===== config.mk =====
export PLATFORM = sky130hd
export DESIGN_NAME = sync_serial_port
export DESIGN_NICKNAME = d
export VERILOG_FILES = /design/src/rtl/spi_port_pkg.sv /design/src/rtl/spi_rate_gen.sv /design/src/rtl/sync_serial_port.sv
export SDC_FILE = /design/constraint.sdc
export NUM_CORES = 1
export LEC_CHECK = 0
export BUFFER_PORTS_ARGS = -buffer_cell sky130_fd_sc_hd__clkbuf_2
export CAP_MARGIN = 20
export CORE_ASPECT_RATIO = 0.5
export CORE_UTILIZATION = 55
export CTS_BUF_LIST = sky130_fd_sc_hd__clkbuf_16
export DETAILED_ROUTE_END_ITERATION = 8
export PLACE_DENSITY = 0.93
export SYNTH_ARGS = -nofsm -noshare
export SYNTH_HDL_FRONTEND = slang
export SYNTH_SLANG_ARGS = --single-unit

===== constraint.sdc =====
create_clock -name clk_sys_i -period 2.9 [get_ports clk_sys_i]
set_clock_uncertainty 0.1 [all_clocks]
set_input_delay 0.58 -clock clk_sys_i [delete_from_list [all_inputs] [get_ports clk_sys_i]]
set_output_delay 0.58 -clock clk_sys_i [all_outputs]
set_load 0.01 [all_outputs]

===== src/rtl/spi_port_pkg.sv =====
// shared constants and types for the serial port block
// assumes a single 100 MHz system clock and synchronous pin inputs
package spi_port_pkg;

   // -------------------------------------------------------------------
   // mode field codes
   // -------------------------------------------------------------------
   localparam logic [3:0] MODE_DIV4 = 4'h0;
   localparam logic [3:0] MODE_DIV16 = 4'h1;
   localparam logic [3:0] MODE_DIV64 = 4'h2;
   localparam logic [3:0] MODE_TIMER = 4'h3;
   localparam logic [3:0] MODE_SLAVE_SEL = 4'h4;
   localparam logic [3:0] MODE_SLAVE = 4'h5;
   localparam logic [3:0] MODE_BAUD = 4'ha;

   // -------------------------------------------------------------------
   // half serial clock period minus one, in system clocks
   // -------------------------------------------------------------------
   localparam logic [8:0] HALF_M1_DIV4 = 9'h001;
   localparam logic [8:0] HALF_M1_DIV16 = 9'h007;
   localparam logic [8:0] HALF_M1_DIV64 = 9'h01f;
   localparam logic [8:0] HALF_CNT_ZERO = 9'h000;

   // -------------------------------------------------------------------
   // byte framing
   // -------------------------------------------------------------------
   localparam logic [2:0] BIT_LAST = 3'h7;
   localparam logic [2:0] BIT_ZERO = 3'h0;
   localparam logic [4:0] EDGE_LAST = 5'h10;
   localparam logic [4:0] EDGE_ZERO = 5'h00;
   localparam logic [7:0] BYTE_ZERO = 8'h00;

   // -------------------------------------------------------------------
   // register field positions
   // -------------------------------------------------------------------
   localparam int CTL_WRITE_COLLISION_FLAG = 7;
   localparam int CTL_OVFL = 6;
   localparam int CTL_EN = 5;
   localparam int CTL_CKP = 4;
   localparam int STA_SMP = 7;
   localparam int STA_CKE = 6;
   localparam logic [4:0] STA_RO_ZERO = 5'h00;

   // -------------------------------------------------------------------
   // master sequencer states
   // -------------------------------------------------------------------
   typedef enum logic [1:0] {
      MST_IDLE = 2'b01,
      MST_RUN = 2'b10
   } mst_state_t;

endpackage


===== src/rtl/spi_rate_gen.sv =====
// serial clock half-period tick generator for master mode
// assumes the timer match input is a one-cycle pulse on clk_sys_i
`timescale 1ns/1ps
`default_nettype none

module spi_rate_gen (
   input wire logic clk_sys_i,
   input wire logic rst_i,
   input wire logic run_i,
   input wire logic [3:0] mode_i,
   input wire logic [7:0] baud_reload_value_i,
   input wire logic timer_match_i,
   output logic tick_o
);

   typedef struct packed {
      logic [8:0] cnt;
      logic tick;
   } rate_state_t;

   rate_state_t s_ff;
   rate_state_t nxt_s;
   logic [8:0] half_m1;

   // -------------------------------------------------------------------
   // divider
   // -------------------------------------------------------------------
   always_comb begin
      nxt_s = s_ff;
      unique case (mode_i)
         spi_port_pkg::MODE_DIV16: half_m1 = spi_port_pkg::HALF_M1_DIV16;
         spi_port_pkg::MODE_DIV64: half_m1 = spi_port_pkg::HALF_M1_DIV64;
         spi_port_pkg::MODE_BAUD: half_m1 = {baud_reload_value_i, 1'b1};
         default: half_m1 = spi_port_pkg::HALF_M1_DIV4;
      endcase
      nxt_s.tick = 1'b0;
      if (!run_i) begin
         nxt_s.cnt = spi_port_pkg::HALF_CNT_ZERO;
      end else if (mode_i == spi_port_pkg::MODE_TIMER) begin
         // each timer match is one half period, so the bit rate is half the match rate
         nxt_s.tick = timer_match_i;
      end else if (s_ff.cnt == half_m1) begin
         nxt_s.cnt = spi_port_pkg::HALF_CNT_ZERO;
         nxt_s.tick = 1'b1;
      end else begin
         nxt_s.cnt = s_ff.cnt + 9'h001;
      end
   end

   always_ff @(posedge clk_sys_i or posedge rst_i) begin
      if (rst_i) begin
         s_ff <= '0;
      end else begin
         s_ff <= nxt_s;
      end
   end

   assign tick_o = s_ff.tick;

endmodule // spi_rate_gen

`default_nettype wire


===== src/rtl/sync_serial_port.sv =====
// spi-mode serial port: shift register, receive buffer, flags and master clocking
// assumes pins are synchronous to clk_sys_i and the slave clock is far below it
`timescale 1ns/1ps
`default_nettype none

// Overview of operation
// - eight-bit shifter, msb out first, incoming bit enters the lsb
// - data out changes on the programmed edge, input captured on the other edge
// - after eight clocks master and slave have swapped register contents
// - unselected slave ignores clock and data and does not drive data out
// - master drives no select lines; slave selection is left to software
// - full byte sets interrupt flag and, if buffer empty or overwrite on, copies into buffer and sets buffer-full; else overflow
// - transmit unbuffered: buffer write loads the shift register too
// - write during transfer is dropped and sets collision; blocked until cleared
// - reading the buffer clears buffer-full
// - enable turns port on; reconfigure by disabling, rewriting, re-enabling
// - master starts clocking a byte as soon as the buffer is written
// - master with data out disabled still receives and flags each byte
// - master rate: clock/4, /16, /64, timer/2, or clock/(4*(reload+1))
// - edge bit picks output edge; when set data valid before first edge
// - sample-phase bit picks master sampling at middle or end of data time; slave ignores it
// - slave shifts on external clock; interrupt flag set on last bit
// - slave keeps shifting from pin clock in sleep; byte raises interrupt
// - with overwrite enabled, buffer writes accepted though byte unread
// - daisy chain slave resends on second byte what it got on first
// - with nothing pending the master stops the clock; selects are left to software
// - status low six bits read-only, upper two read/write
// - select high in select mode or enable cleared zeroes the bit count
// - mode 0100 is select-controlled slave; data out driven only while selected
// - select rising stops driving data out on the next system clock, even mid-byte
module sync_serial_port (
   input wire logic clk_sys_i,
   input wire logic rst_i,
   input wire logic ctrl_wr_i,
   input wire logic [7:0] ctrl_wdata_i,
   input wire logic status_wr_i,
   input wire logic [7:0] status_wdata_i,
   input wire logic buf_wr_i,
   input wire logic [7:0] buf_wdata_i,
   input wire logic buf_rd_i,
   input wire logic irq_clr_i,
   input wire logic buffer_overwrite_enable_i,
   input wire logic [7:0] baud_reload_value_i,
   input wire logic timer_match_i,
   input wire logic sck_i,
   input wire logic sdi_i,
   input wire logic sel_n_i,
   output logic sck_o,
   output logic sck_oe_o,
   output logic sdo_o,
   output logic sdo_oe_o,
   output logic [7:0] port_control_one_o,
   output logic [7:0] port_status_reg_o,
   output logic [7:0] data_buffer_o,
   output logic port_interrupt_flag_o
);

   typedef struct packed {
      spi_port_pkg::mst_state_t mst;
      logic [7:0] shreg;
      logic [7:0] dbuf;
      logic [2:0] bits;
      logic [4:0] edges;
      logic sck;
      logic sck_oe;
      logic sdo;
      logic sdo_oe;
      logic sck_prev;
      logic full;
      logic irq;
      logic write_collision_flag;
      logic ovfl;
      logic en;
      logic clock_polarity_bit;
      logic [3:0] mode;
      logic sample_phase_bit;
      logic cke;
   } port_state_t;

   port_state_t s_ff;
   port_state_t nxt_s;
   logic tick;
   logic is_master;
   logic is_slave;
   logic selected;
   logic busy;
   logic edge_ev;
   logic lead;
   logic sample_edge;
   logic do_shift;
   logic byte_done;
   logic wr_ok;
   logic [4:0] edge_num;

   // -------------------------------------------------------------------
   // master bit clock
   // -------------------------------------------------------------------
   spi_rate_gen u_rate (
      .clk_sys_i(clk_sys_i),
      .rst_i(rst_i),
      .run_i(s_ff.mst == spi_port_pkg::MST_RUN),
      .mode_i(s_ff.mode),
      .baud_reload_value_i(baud_reload_value_i),
      .timer_match_i(timer_match_i),
      .tick_o(tick)
   );

   // -------------------------------------------------------------------
   // next state
   // -------------------------------------------------------------------
   always_comb begin
      nxt_s = s_ff;
      is_master = s_ff.en && (s_ff.mode == spi_port_pkg::MODE_DIV4 ||
                              s_ff.mode == spi_port_pkg::MODE_DIV16 ||
                              s_ff.mode == spi_port_pkg::MODE_DIV64 ||
                              s_ff.mode == spi_port_pkg::MODE_TIMER ||
                              s_ff.mode == spi_port_pkg::MODE_BAUD);
      is_slave = s_ff.en && (s_ff.mode == spi_port_pkg::MODE_SLAVE_SEL ||
                             s_ff.mode == spi_port_pkg::MODE_SLAVE);
      // without select control the slave counts as always selected
      // one select line per port; the master side leaves selects to software
      selected = (s_ff.mode != spi_port_pkg::MODE_SLAVE_SEL) || !sel_n_i;
      busy = (s_ff.mst == spi_port_pkg::MST_RUN) || (s_ff.bits != spi_port_pkg::BIT_ZERO);
      edge_num = s_ff.edges + 5'h01;

      // software writes; flags may only be cleared this way
      if (ctrl_wr_i) begin
         nxt_s.write_collision_flag = s_ff.write_collision_flag & ctrl_wdata_i[spi_port_pkg::CTL_WRITE_COLLISION_FLAG];
         nxt_s.ovfl = s_ff.ovfl & ctrl_wdata_i[spi_port_pkg::CTL_OVFL];
         nxt_s.en = ctrl_wdata_i[spi_port_pkg::CTL_EN];
         nxt_s.clock_polarity_bit = ctrl_wdata_i[spi_port_pkg::CTL_CKP];
         nxt_s.mode = ctrl_wdata_i[3:0];
      end
      if (status_wr_i) begin
         nxt_s.sample_phase_bit = status_wdata_i[spi_port_pkg::STA_SMP];
         nxt_s.cke = status_wdata_i[spi_port_pkg::STA_CKE];
      end
      if (buf_rd_i) begin
         nxt_s.full = 1'b0;
      end
      if (irq_clr_i) begin
         nxt_s.irq = 1'b0;
      end

      // serial clock edges, from the divider or from the pin
      nxt_s.sck_prev = sck_i;
      if (is_master) begin
         edge_ev = tick && (s_ff.mst == spi_port_pkg::MST_RUN);
         lead = (s_ff.sck == s_ff.clock_polarity_bit);
      end else begin
         // unselected slave sees no edges at all
         edge_ev = is_slave && selected && (sck_i != s_ff.sck_prev);
         lead = (s_ff.sck_prev == s_ff.clock_polarity_bit);
      end
      sample_edge = (lead == s_ff.cke);
      if (is_master && s_ff.sample_phase_bit) begin
         // late sampling moves the capture onto the following output edge
         do_shift = edge_ev && ((!sample_edge && s_ff.edges != spi_port_pkg::EDGE_ZERO) ||
                                edge_num == spi_port_pkg::EDGE_LAST);
      end else begin
         do_shift = edge_ev && sample_edge;
      end
      byte_done = do_shift && (s_ff.bits == spi_port_pkg::BIT_LAST);

      if (do_shift) begin
         nxt_s.shreg = {s_ff.shreg[6:0], sdi_i};
         nxt_s.bits = s_ff.bits + 3'h1; // wraps to zero after eight
      end
      if (edge_ev && !sample_edge) begin
         nxt_s.sdo = nxt_s.shreg[7];
      end
      if (is_master && edge_ev) begin
         nxt_s.sck = ~s_ff.sck;
         nxt_s.edges = edge_num;
         if (edge_num == spi_port_pkg::EDGE_LAST) begin
            nxt_s.mst = spi_port_pkg::MST_IDLE; // clock parks at idle
            nxt_s.edges = spi_port_pkg::EDGE_ZERO;
         end
      end

      // byte complete; the set wins over a same-cycle read or clear
      if (byte_done) begin
         nxt_s.irq = 1'b1;
         if (!s_ff.full || buffer_overwrite_enable_i) begin
            nxt_s.dbuf = nxt_s.shreg;
            nxt_s.full = 1'b1;
         end else begin
            // old byte is kept; buffer-full stays set unless read in this same cycle
            nxt_s.ovfl = 1'b1;
         end
      end

      // buffer write: loads shifter and buffer together
      wr_ok = s_ff.en && !busy && !s_ff.write_collision_flag && (!s_ff.full || buffer_overwrite_enable_i);
      if (buf_wr_i && s_ff.en) begin
         if (wr_ok) begin
            nxt_s.shreg = buf_wdata_i;
            nxt_s.dbuf = buf_wdata_i;
            nxt_s.sdo = buf_wdata_i[7]; // valid ahead of the first edge
            if (is_master) begin
               nxt_s.mst = spi_port_pkg::MST_RUN;
               nxt_s.edges = spi_port_pkg::EDGE_ZERO;
            end
         end else begin
            nxt_s.write_collision_flag = 1'b1;
         end
      end

      // port resets: select released or enable cleared
      if (s_ff.en && s_ff.mode == spi_port_pkg::MODE_SLAVE_SEL && sel_n_i) begin
         nxt_s.bits = spi_port_pkg::BIT_ZERO;
      end
      if (!s_ff.en) begin
         nxt_s.bits = spi_port_pkg::BIT_ZERO;
         nxt_s.mst = spi_port_pkg::MST_IDLE;
         nxt_s.edges = spi_port_pkg::EDGE_ZERO;
      end
      if (nxt_s.mst == spi_port_pkg::MST_IDLE) begin
         nxt_s.sck = nxt_s.clock_polarity_bit;
      end

      // pin ownership
      nxt_s.sck_oe = is_master;
      nxt_s.sdo_oe = is_master || (is_slave && selected);
   end

   // -------------------------------------------------------------------
   // state register
   // -------------------------------------------------------------------
   always_ff @(posedge clk_sys_i or posedge rst_i) begin
      if (rst_i) begin
         s_ff <= '{mst: spi_port_pkg::MST_IDLE, shreg: spi_port_pkg::BYTE_ZERO,
                   dbuf: spi_port_pkg::BYTE_ZERO, bits: spi_port_pkg::BIT_ZERO,
                   edges: spi_port_pkg::EDGE_ZERO, mode: spi_port_pkg::MODE_DIV4,
                   default: 1'b0};
      end else begin
         s_ff <= nxt_s;
      end
   end

   // -------------------------------------------------------------------
   // outputs
   // -------------------------------------------------------------------
   assign sck_o = s_ff.sck;
   assign sck_oe_o = s_ff.sck_oe;
   assign sdo_o = s_ff.sdo;
   assign sdo_oe_o = s_ff.sdo_oe;
   assign data_buffer_o = s_ff.dbuf;
   assign port_interrupt_flag_o = s_ff.irq;
   assign port_control_one_o = {s_ff.write_collision_flag, s_ff.ovfl, s_ff.en, s_ff.clock_polarity_bit, s_ff.mode};
   // low six bits are read-only; only buffer-full is live
   assign port_status_reg_o = {s_ff.sample_phase_bit, s_ff.cke, spi_port_pkg::STA_RO_ZERO,
                               s_ff.full};

endmodule // sync_serial_port

`default_nettype wire


### After elaboration in Yosys (flattened, before gate mapping)

Index checks and enable logic that the tools add are counted.

* register bits after elaboration: 53
* output and inout port bits: 29
* bits of input ports: 44
* logic and storage cells: 123

* equality and inequality tests: 18
* bitwise gates (word level): 3
* add/sub/neg operators: 3
* mux-type cells: 40
* reduce and logical (&&, ||, !) cells: 38

Operators with widths (count)
* $mux W8: 5
* $mux W18: 2
* $mux W9: 3
* $pmux W9 S3: 1
* $mux W5: 4
* $logic_and A1 B1 Y1: 18
* $mux W1: 17
* $logic_or A1 B1 Y1: 10
* $mux W2: 5
* $add A9 B1 Y9 const B: 1
* $eq A9 B9 Y1: 1
* $eq A4 B2 Y1 const B: 2
* $eq A4 B3 Y1 const B: 2
* $mux W3: 2
* $mux W6: 1
* $add A5 B1 Y5 const B: 1
* $eq A5 B5 Y1 const B: 1
* $logic_not A1 Y1: 5
* $reduce_bool A5 Y1: 1
* $eq A4 B1 Y1 const B: 1
* $eq A4 B4 Y1 const B: 1
* $logic_not A4 Y1: 1
* $ne A4 B3 Y1 const B: 1
* $reduce_bool A2 Y1: 2
* 11 further kinds: 14

### Longest topological paths before layout

Gate-level depths: netlist of the first run.

* depth after elaboration: 21
* depth in mapped cells: 10
* depth with buffers taken out: 8

### Hierarchy

Synthesis of the first run repeated with hierarchy kept, for this count alone.

* cell total of the unflattened synthesis: 371
* area, all modules: 3268.1 sq um

By module, submodules not included
* sync_serial_port: times used 1, cells an instance 274, seq. area each 1077.3 sq um, area each 2446.1 sq um
* spi_rate_gen: times used 1, cells an instance 97, seq. area each 250.2 sq um, area each 822.0 sq um

### Worst setup path after synthesis of the first run

Ideal clock, no wire load.

* kind: register -> register
* start point: register s_ff[17] in the netlist's numbering
* end point: register s_ff[39] in the netlist's numbering
* data arrival time: 2168 ps
* setup time: 132 ps
* required time: 2668 ps
* slack: 500 ps
* period minus slack after synthesis: 2400 ps
* path buffers: 1
* stages on the path, launching flop included: 8
* cells stage by stage: dfrtp_1 -> inv_1 -> ha_1 -> or4b_2 -> a311oi_4 -> buf_6 -> nor3_2 -> or3b_1

RTL lines
* start: declaration: RTL line sync_serial_port.sv:80 `port_state_t s_ff;`
* start signal: assignment: RTL line sync_serial_port.sv:232 `s_ff <= '{mst: spi_port_pkg::MST_IDLE, shreg: spi_port_pkg::BYTE_ZERO,`
* start signal: assignment: RTL line sync_serial_port.sv:237 `s_ff <= nxt_s;`

==> results of run 1 <==
## Yosys cell counts, types with 3 or more instances
library cell,instances
sky130_fd_sc_hd__dfrtp_1,52
sky130_fd_sc_hd__nand2_1,44
sky130_fd_sc_hd__a21oi_1,26
sky130_fd_sc_hd__buf_4,25
sky130_fd_sc_hd__nor2_1,25
sky130_fd_sc_hd__o21ai_0,20
sky130_fd_sc_hd__inv_1,14
sky130_fd_sc_hd__nor3_1,13
sky130_fd_sc_hd__nand3_1,12
sky130_fd_sc_hd__o211ai_1,10
sky130_fd_sc_hd__clkbuf_1,8
sky130_fd_sc_hd__o311ai_0,8
sky130_fd_sc_hd__or3b_2,8
sky130_fd_sc_hd__mux2_2,7
sky130_fd_sc_hd__a31oi_1,6
sky130_fd_sc_hd__ha_1,6
sky130_fd_sc_hd__nor2b_1,6
sky130_fd_sc_hd__and2_1,5
sky130_fd_sc_hd__o22ai_1,5
sky130_fd_sc_hd__buf_6,4
sky130_fd_sc_hd__nand2b_1,4
sky130_fd_sc_hd__nor3b_1,4
sky130_fd_sc_hd__nor4bb_1,4
sky130_fd_sc_hd__mux2i_1,3
sky130_fd_sc_hd__nand4_1,3
sky130_fd_sc_hd__o31ai_1,3
sky130_fd_sc_hd__xnor2_1,3
## worst max-delay path, stage by stage, from the launching register on
cell and delay [ps]:
sky130_fd_sc_hd__dfrtp_1 560, sky130_fd_sc_hd__nand2b_4 150, sky130_fd_sc_hd__a211oi_2 360, sky130_fd_sc_hd__a2bb2oi_1 150
sky130_fd_sc_hd__or2_1 450, sky130_fd_sc_hd__or3_1 610, sky130_fd_sc_hd__o211ai_1 240
## logic make-up after synthesis
family                   synth area share
AO/OA/AOI/OAI                       0.197
AND/OR/NAND/NOR                     0.240
buffers and inverters               0.104
multiplexers                       0.0322
adder cells (fa/ha/maj)            0.0222
other                             0.00111
XOR/XNOR                           0.0104
flip-flops                          0.393
## final timing paths
check,from,endpoint,slack (ps),cells after the start
worst max-delay path,port_control_one_o[1],data_buffer_o[1],200,6
worst min-delay path,rst_i,s_ff[23],220,2
worst max register to register,port_control_one_o[1],data_buffer_o[1],200,6
worst min register to register,port_control_one_o[6],port_control_one_o[6],430,2
max in group asynchronous,rst_i,s_ff[41],1850,3
min in group clk_sys_i,sck_i,s_ff[12],310,1
## sequential cells by signal, summed over array words and instances, names as in the netlist
name                   cells
s_ff                      19
u_rate.s_ff                9
data_buffer_o              8
port_control_one_o         8
port_status_reg_o          3
port_interrupt_flag_o      1
sck_o                      1
sck_oe_o                   1
sdo_o                      1
sdo_oe_o                   1
u_rate.tick_o              1
## area by class of cell
cell class / instances / area, sq um / area share
flip-flops and latches: 53 / 1330 / 0.358
multi-input cells: 272 / 1710 / 0.462
clock inverters: 3 / 22.5 / 0.00607
clock buffers: 5 / 125 / 0.0337
well taps: 73 / 91.3 / 0.0246
inverters: 14 / 52.6 / 0.0142
repair buffers: 69 / 378 / 0.102
## metrics by stage
step                      utilization  power, W
after floorplan                     -   0.00132
after global routing            0.650   0.00210
after CTS                       0.650   0.00199
final                           0.650   0.00199
after detailed placement        0.625   0.00140
after global placement          0.625   0.00138
## metal layers
layer  global-route usage  share of wire
met2                0.411           0.46
met3               0.0595          0.066
met5                    0              0
met4               0.0733          0.020
met1                0.329           0.46
## power by group
group	leakage, nW	internal, W	total (W)	switching [W]
logic	0.891	0.000210	0.000475	0.000265
clock network	0.0621	0.000320	0.000602	0.000282
registers	0.684	0.000850	0.000918	0.0000677
total	1.64	0.00138	0.00199	0.000614
==> results.md, run 1 <==
- The run finished with clean final reports.
- The number of clock sinks is 53.
- In the finished design, the share of the clock period the worst path needs comes to 0.932.
- In this run the clock root is driven by a sky130_fd_sc_hd__clkbuf_16.
- Counting along the longest clock path gives a buffer depth of 2.
- The number of vias per cell after detailed routing is 6.01.
- In this run the mean area of a mapped cell was 8.99 sq um.
- Subtracting the final worst setup slack from the clock period gives 2700 ps.
- The final number of hold-violating endpoints is 0.
- The per-cell routed wire length is 15.3 microns.
- The placement-stage cell area is 3560 sq um.
- Counting flops with a built-in enable in the synthesized netlist gives 0.
- For the worst-skew pair, the clock arrives at the later sink with an insertion delay of 300 ps.
- The post-placement worst setup slack is 269 ps.
- The first detailed-routing pass ran for 5 iterations.
- The count of boundary I/O pins is 73.
- The H-tree was split into 2 levels.
- The worst setup path is launched from a register.
- For this run the aggregate overflow at the end of global routing stands at 0.
- For the final routed database, the setup TNS stands at 0 ps.
- Synthesis inferred 53 register bits.
- The first global-routing pass estimated 12600 microns of wire.
- At the pin with the least slew margin, the transition time is 599 ps.
- The clock tree from TritonCTS is built.
- The initial antenna violation count was 0.
- The total of fill cells in the finished design is 496.
- Summing every instance area after synthesis gives 3380 sq um.
- The worst hold path belongs to the class input pin to asynchronous set/reset pin.
- The sequential share of the synthesized area is 0.393.
- The total routing resource utilization after global routing is 0.248.
- The number of nets in the final layout is 465.
- The die covers 6480 sq um.
- At the worst endpoint, the required time is 3010 ps.
- The count of nets left with antenna violations once routing finished came out at 0.
- The total of max-cap violations is 0.
- For this configuration, the core starts out at a cell density of 0.592.
- By startpoint and endpoint, the worst setup path is classified as register to register.
- The fraction of layout cells with a size suffix above 1 is 0.250.
- For this run, the number of Yosys warnings is 0.
- The floorplan has 19 rows.
- The worst setup slack after layout is 197 ps.
- The proportion of register bits with asynchronous set or reset after synthesis is 1.00.
- The count of endpoints failing setup in the final report is 0.
- After detailed routing, the number of remaining DRC violations is 0.
- The total power per unit cell area is 537 nW/um^2.
- The highest achievable clock rate is 0.370 GHz.
- Measured against its own limit, the worst slew margin works out to 0.600.
- The number of distinct library cells after synthesis is 63.
- Once placement completed, the tool counted placed cells totaling 481.
- The total of hold buffers inserted after clock tree synthesis is 0.
- The floorplan core area is 5710 sq um.
- The final RePlAce weighted congestion is 0.831.
- The via count of the first global-routing pass is 2727.
- The clock transition at the registers of the reported paths is 70 ps.
- The post-CTS repair timing setup buffer count is 0.
- Among all flip-flop cells after synthesis, the most frequent one is sky130_fd_sc_hd__dfrtp_1.
- STA classifies the critical path endpoint as a register.
- The overall via count from detail_route is 2940.
- Wires add up to 7510 microns.
- The endpoint arrival time on the critical path is 2810 ps.
- The biggest fanout along the worst timing path is 18.
- The library cell used most frequently in the layout, excluding fill and tap cells, is sky130_fd_sc_hd__clkbuf_2.
- Leaving out filler cells and counting taps, the final layout contains 489.
- During placement, the flow inserted port buffers numbering 61.
- After technology mapping, the gate count stands at 376.
- After clock tree synthesis, the repair step resized 0 gates.
- The pin count of the biggest net entering global routing is 28.
- The largest total area in the synthesized netlist belongs to sky130_fd_sc_hd__dfrtp_1.
- Across the VDD grid, the largest voltage drop is 301 uV.
- By area the synthesized netlist is led by sky130_fd_sc_hd__dfrtp_1 (39%), sky130_fd_sc_hd__buf_4 (5.6%), sky130_fd_sc_hd__nand2_1 (4.9%), sky130_fd_sc_hd__a21oi_1 (3.9%), sky130_fd_sc_hd__o21ai_0 (3.0%).
- The horizontal die dimension is 113 microns.
- The detailed router finished its first iteration with 205 violations.
- Setup repair after global routing left no endpoint under its margin.
- In this run, CTS created clock tree buffers numbering 5.
- The area growth from synthesis to layout is 9.81%.
- From bottom edge to top edge, the die measures 57.4 microns.
- The final hold slack is 223 ps.
- Once layout is done, the placed cells without fillers occupy 3710 sq um.
- The analysis attributes to cell leakage a power of 1.64 nW.
- The final max-slew violation count is 0.
- The repair_antennas step left the layout with diodes totalling 0.
- In the layout the commonest cells are sky130_fd_sc_hd__clkbuf_2 (61), sky130_fd_sc_hd__dfrtp_1 (52), sky130_fd_sc_hd__nand2_1 (44).
- Once detailed placement completed, the half-perimeter wirelength came to 5320 microns.
- The share of synthesized area in the top cell type comes to 0.385.
(Power assumes the default switching activity.)
==> inputs of run 2 (changes only) <==
CORE_UTILIZATION = 38   (was 55)
PLACE_DENSITY = 0.71   (was 0.93)
==> run 2 against run 1 <==
Clock power rose by 29%. Non-clock buffer count up 2. Worst hold slack improved by 96 ps. Sequential cell count did not move. Routed wire length grew 2.4%. Critical path depth stayed put. Via count fell by 3.1%. Clock-buffer cell count is the same. Global-route usage is 7.4 points lower. Combinational power about the same. First-iteration DRC count increased by 2.0%. Critical endpoint is now data_buffer_o[4].
==> results.md, run 2 (synthesis results as in run 1) <==
- The largest registers in the layout are s_ff x19, u_rate.s_ff x9.
- The number of nets in the final layout is 467.
- In this run the cell area measured after placement is 3610 sq um.
- The final number of hold-violating endpoints is 0.
- For this design the top-level I/O count stands at 73.
- Before antenna repair, the detailed router went through 4 iterations.
- Signal routing reaches up to met4.
- Setup repair after global routing left no endpoint under its margin.
- The post-CTS repair timing setup buffer count is 0.
- The total of hold buffers inserted after clock tree synthesis is 0.
- The residual antenna-violating net count after detailed routing is 0.
- The final max-slew violation count is 0.
- The longest clock path from root to sink contains 2 buffers.
- The number of resized instances in the post-cts repair step is 0.
- The flip-flop count of the largest register, all copies and words added is 19.
- The residual overflow from global routing is 0.
- Derived from the worst setup path, the maximum achievable clock frequency is 0.375 GHz.
- The die covers 9300 sq um.
- In this run the tool buffered the top-level ports with 61 buffer cells.
- The total wire length is 7690 microns.
- The clock period minus final worst setup slack is 2670 ps.
- The design draws 0.00216 W.
- Of the cells placed in the final design, the portion with a size suffix greater than 1 is 0.254.
- The first-pass GRT wire length is 12400 microns.
- The kind of end point of the critical path is a register.
- Dividing the detail-routed wire length by the instance count gives 14.5 microns.
- The root buffer cell chosen for the clock tree is sky130_fd_sc_hd__clkbuf_16.
- The depth of the CTS H-tree is 2.
- After the first detailed-routing iteration, the DRC count stood at 209.
- Routability-driven placement finished with a final weighted congestion of 0.787.
- The flow ran to the end, and the final reports show no timing, DRC or antenna violations.
- The register with the highest flop count is s_ff.
- Dividing total power by cell area gives a power density of 568 nW/um^2.
- The share of the clock period used by the worst path after layout is 0.920.
- The critical path required time is 3010 ps.
- The worst setup path is launched from a register.
- TritonCTS built the clock tree.
- Fill cells in the final layout number 826.
- The antenna cell count is 0.
- The number of vias per cell after detailed routing is 5.38.
- The area occupied by multi-input gates is 1710 sq um.
- The headroom to the max-slew limit is 0.538.
- The overall via count from detail_route is 2849.
- The met2 layer wire length in the routed design is 3340 microns.
- For the worst setup path, the data arrival time is 2780 ps.
- The number of clock sinks is 53.
- The path category of the worst min-delay check is input pin to register.
- Setup violations remaining at the end of the flow were counted as 0.
- The floorplan has 23 rows.
- In this run the worst path has a maximum fanout of 18.
- In the routed design, unresolved DRC markers number 0.
- Leaving out fill and tap cells, the most frequent cell in the layout is sky130_fd_sc_hd__clkbuf_2.
- The detailed router put a total of 3920 microns of wire on met1.
- In the global route stage, overall resource usage came out at 0.174.
- The slew of the pin with the lowest slew margin is 692 ps.
- The CTS buffer count is 5.
- The total of max-cap violations is 0.
- The via count of the first global-routing pass is 2519.
- The chip height is 68.7 microns.
- Across the whole layout, storage elements account for 1330 sq um.
- The horizontal die dimension is 135 microns.
- For this configuration, the core starts out at a cell density of 0.406.
- The wire length on met3 is 354 microns.
- The floorplan core area is 8320 sq um.
- The sum of net half-perimeters after detailed placement is 5460 microns.
- The initial antenna violation count was 0.
- The clock transition at the registers of the reported paths is 70 ps.
- The synthesis-to-finish area growth is 12.6%.
- After routing the design area is 3800 sq um.
- The static power due to leakage is 1.67 nW.
- The setup path with the least slack is of type register to register.
- In the layout the commonest cells are sky130_fd_sc_hd__clkbuf_2 (61), sky130_fd_sc_hd__dfrtp_1 (52), sky130_fd_sc_hd__nand2_1 (44).
- IR analysis of the VDD net gives a maximum drop of 264 uV.
- For the worst-skew pair, the clock arrives at the later sink with an insertion delay of 300 ps.
- Entering global routing, the biggest net connects 54 pins.
- The total negative setup slack is 0 ps.
run 2: layout make-up:
type / instances / area share
clock buffers: 5 / 0.0329
clock inverters: 3 / 0.0171
inverters: 14 / 0.0138
multi-input cells: 272 / 0.451
flip-flops and latches: 53 / 0.349
well taps: 112 / 0.0368
repair buffers: 71 / 0.100
run 2: metrics by stage:
stage	hold slack, ps	utilization	std cells	worst slack (ps)
finish	319	0.458	530	231
global route	309	0.458	530	82.6
CTS	309	0.458	530	223
detailed placement	401	0.435	522	240
global placement	400	0.435	522	307
floorplan	371	-	380	500
run 2: final timing paths:
check / end / start / slack, ps / cells past startpoint
setup / recovery: data_buffer_o[4] / port_control_one_o[0] / 230 / 6
hold / removal: s_ff[12] / sck_i / 320 / 1
setup reg to reg: data_buffer_o[4] / port_control_one_o[0] / 230 / 6
hold reg to reg: port_control_one_o[6] / port_control_one_o[6] / 420 / 2
max in group asynchronous: port_control_one_o[4] / rst_i / 1890 / 3
min in group asynchronous: port_control_one_o[7] / rst_i / 350 / 3
run 2: worst max-delay path, cell delays in order (launching register included):
cell and delay (ps):
sky130_fd_sc_hd__dfrtp_1 460, sky130_fd_sc_hd__nand2b_4 220, sky130_fd_sc_hd__a211oi_2 320, sky130_fd_sc_hd__a2bb2oi_1 160, sky130_fd_sc_hd__or2_1 460, sky130_fd_sc_hd__or3_1 620, sky130_fd_sc_hd__o211ai_1 240
run 2: routing by layer:
| layer | vias to the layer above | global-route usage |
|---|---|---|
| met5 | - | 0 |
| met4 | 0 | 0.0562 |
| met3 | 7 | 0.0358 |
| met2 | 74 | 0.272 |
| met1 | 1349 | 0.243 |
| li1 | 1419 | - |
run 2: power breakdown:
| part | switching, W | internal [W] |
|---|---|---|
| logic | 0.000265 | 0.000211 |
| registers | 0.0000597 | 0.000850 |
| clock network | 0.000283 | 0.000494 |
| total | 0.000607 | 0.00156 |
==> inputs of run 3 (changes only) <==
PLACE_DENSITY = not set   (was 0.71)
==> run 3 against run 2 <==
Combinational power increased by 4%. Critical path depth unchanged. Clock power decreased by 11%. Fmax increased by 2.3%. Routed wire length increased by 0.70%. Global-route usage increased by 1.2 points. Critical endpoint is now data_buffer_o[5]. Final area increased by 0.62%.
==> results.md, run 3 (synthesis results as in run 1) <==
- The die is 135 microns wide.
- The number of vias per cell after detailed routing is 5.31.
- The area occupied by multi-input gates is 1710 sq um.
- For the worst setup path, the data required time is 3020 ps.
- Clock tree synthesis selected as its root buffer the cell sky130_fd_sc_hd__clkbuf_16.
- The die covers 9300 sq um.
- The sum of net half-perimeters after detailed placement is 5600 microns.
- The finished cells cover 3830 sq um.
- For this block, the initial DRC count from the detailed router was 145.
- The kind of start point of the critical path is a register.
- The category of the most critical setup path is register to register.
- The chip height is 68.7 microns.
- The clock net in this run drives a total of 53 sinks.
- The count of boundary I/O pins is 73.
- The top cell types in the final layout, fill and taps aside, are sky130_fd_sc_hd__clkbuf_2 (61), sky130_fd_sc_hd__dfrtp_1 (52), sky130_fd_sc_hd__nand2_1 (44).
- Summed over all layers, the routed wires come to 7740 microns.
- The design draws 0.00210 W.
- The longest clock path from root to sink contains 2 buffers.
- Once layout is complete, the utilization of the core stands at 0.460.
- The endpoint arrival time on the critical path is 2730 ps.
- Once the clock tree was built, the setup fixing pass inserted 0 buffers.
- The startpoint identified for the worst register-to-register timing path is port_control_one_o[4].
- The repair_antennas step left the layout with diodes totalling 0.
- The initial utilization of the core area, before any placement, comes to 0.406.
- The register with the highest flop count is s_ff.
- The worst register-to-register path ends at data_buffer_o[5].
- The first TritonRoute pass finished after 4 iterations.
- The residual overflow from global routing is 0.
- The kind of end point of the critical path is a register.
- The number of hold buffers added after CTS was 0.
- The placement-stage cell area is 3660 sq um.
- The largest registers in the layout are s_ff x19, u_rate.s_ff x9.
- The clock transition at the registers of the reported paths is 70 ps.
- The register area is 1330 sq um.
- Subtracting the final worst setup slack from the clock period gives 2610 ps.
- The run finished with clean final reports.
- Leaving out filler cells and counting taps, the final layout contains 534.
- The slowest stage of the critical path is the sky130_fd_sc_hd__or3_1 cell.
- Across the run, the number of max-cap violations was 0.
- The final RePlAce weighted congestion is 0.780.
- TritonCTS built the clock tree.
- The depth of the most critical reg-to-reg path is 6.
- The maximum cell stage delay along the critical path is 610 ps.
- The via count of the first global-routing pass is 2672.
- Dividing total power by cell area gives a power density of 548 nW/um^2.
- The region available for standard cell placement spans 8320 sq um.
- The headroom to the max-slew limit is 0.634.
- The signal on the critical path passes through xor2_1 -> mux2i_1 -> a2bb2oi_1 -> or2_1 -> or3_1 -> o211ai_1.
- The residual antenna-violating net count after detailed routing is 0.
- The cell total after placement is 526.
- Leaving out fill and tap cells, the most frequent cell in the layout is sky130_fd_sc_hd__clkbuf_2.
- The worst setup path endpoint is data_buffer_o[5].
- After floorplanning, the core was divided into 23 placement rows.
- The origin of the worst setup path is port_control_one_o[4].
- The number of buffer cells added on primary ports is 61.
- The per-cell routed wire length is 14.5 microns.
- Setup violations remaining at the end of the flow were counted as 0.
- The number of resized instances in the post-cts repair step is 0.
- The worst hold path belongs to the class input pin to asynchronous set/reset pin.
- Of all nets on the critical path, the largest fanout is 18.
- The first-pass GRT wire length is 13200 microns.
- At the pin with the least slew margin, the transition time is 549 ps.
- The total negative setup slack is 0 ps.
- The depth of the CTS H-tree is 2.
- Summing over every cut layer, the via total after detailed routing is 2835.
- In this run the static leakage power is 1.68 nW.
- The register with the most flip-flops in the layout has 19 of them.
- The insertion delay of the later-clocked pin in the worst-skew pair is 300 ps.
- Setup repair after global routing left no endpoint under its margin.
- For this run, design rule violations remaining after detail routing come to 0.
- Timing would allow up to 0.383 GHz.
- For this run, the post-layout net count is 471.
- The synthesis-to-finish area growth is 13.3%.
- The largest vdd supply drop is 298 uV.
- The fraction of layout cells with a size suffix above 1 is 0.261.
- The worst reg-to-reg setup slack is 290 ps.
- The pin count of the biggest net entering global routing is 54.
- The initial antenna violation count is 0.
- The total routing resource utilization after global routing is 0.186.
- The CTS buffer count is 5.
- The final number of hold-violating endpoints was 0.
- After filler insertion, the fill cell instance count of the layout stands at 817.
- The final max-slew violation count is 0.
- The share of the clock period used by the worst path after layout is 0.900.
run 3: changes by cell type in the layout (fill, tap and decap cells not counted), sizes merged:
cell / before / now
bufinv: 2 / 1
clkinvlp: 0 / 1
buf: 10 / 14
run 3: how the worst min path moves through the flow:
| stage | start | to | slack [ps] |
|---|---|---|---|
| finish | rst_i | sck_oe_o | 210 |
| global route | rst_i | u_rate.s_ff[9] | 240 |
| CTS | rst_i | sck_oe_o | 220 |
| detailed placement | port_interrupt_flag_o | port_interrupt_flag_o | 410 |
| global placement | port_control_one_o[6] | port_control_one_o[6] | 390 |
| floorplan | port_control_one_o[6] | port_control_one_o[6] | 370 |
run 3: per-layer routing:
layer | track usage | vias to the layer above | wire, microns
met1 | 0.253 | 1349 | 3970
met2 | 0.294 | 50 | 3320
met5 | 0 | - | 0
met4 | 0.0730 | 0 | 121
li1 | - | 1426 | -
met3 | 0.0402 | 10 | 329
run 3: final cells by class:
| cell class | instances | area share |
|---|---|---|
| flip-flops and latches | 53 | 0.347 |
| repair buffers | 75 | 0.110 |
| well taps | 112 | 0.0366 |
| multi-input cells | 272 | 0.448 |
| clock buffers | 5 | 0.0327 |
| inverters | 14 | 0.0137 |
| clock inverters | 3 | 0.0121 |
run 3: critical path: cells and delay by family (launching register included):
kind	cells	cell delay, ps
muxes	1	260
and+or+nand+nor	2	1040
AOI/OAI and AO/OA	2	340
xor gates and xnor gates	1	380
DFF	1	400
run 3: per-stage QoR:
| step | worst slack (ps) | hold WS [ps] |
|---|---|---|
| 2_1_floorplan | 500 | 371 |
| 4_1_cts | 288 | 223 |
| 5_1_grt | 48.4 | 244 |
| 3_3_place_gp | 277 | 391 |
| 3_5_place_dp | 262 | 414 |
| 6_report | 290 | 215 |
run 3: power breakdown:
part           leakage, nW  internal (W)  switching, W
Combinational        0.921      0.000219      0.000276
Clock               0.0800      0.000409      0.000281
Sequential           0.684      0.000850     0.0000615
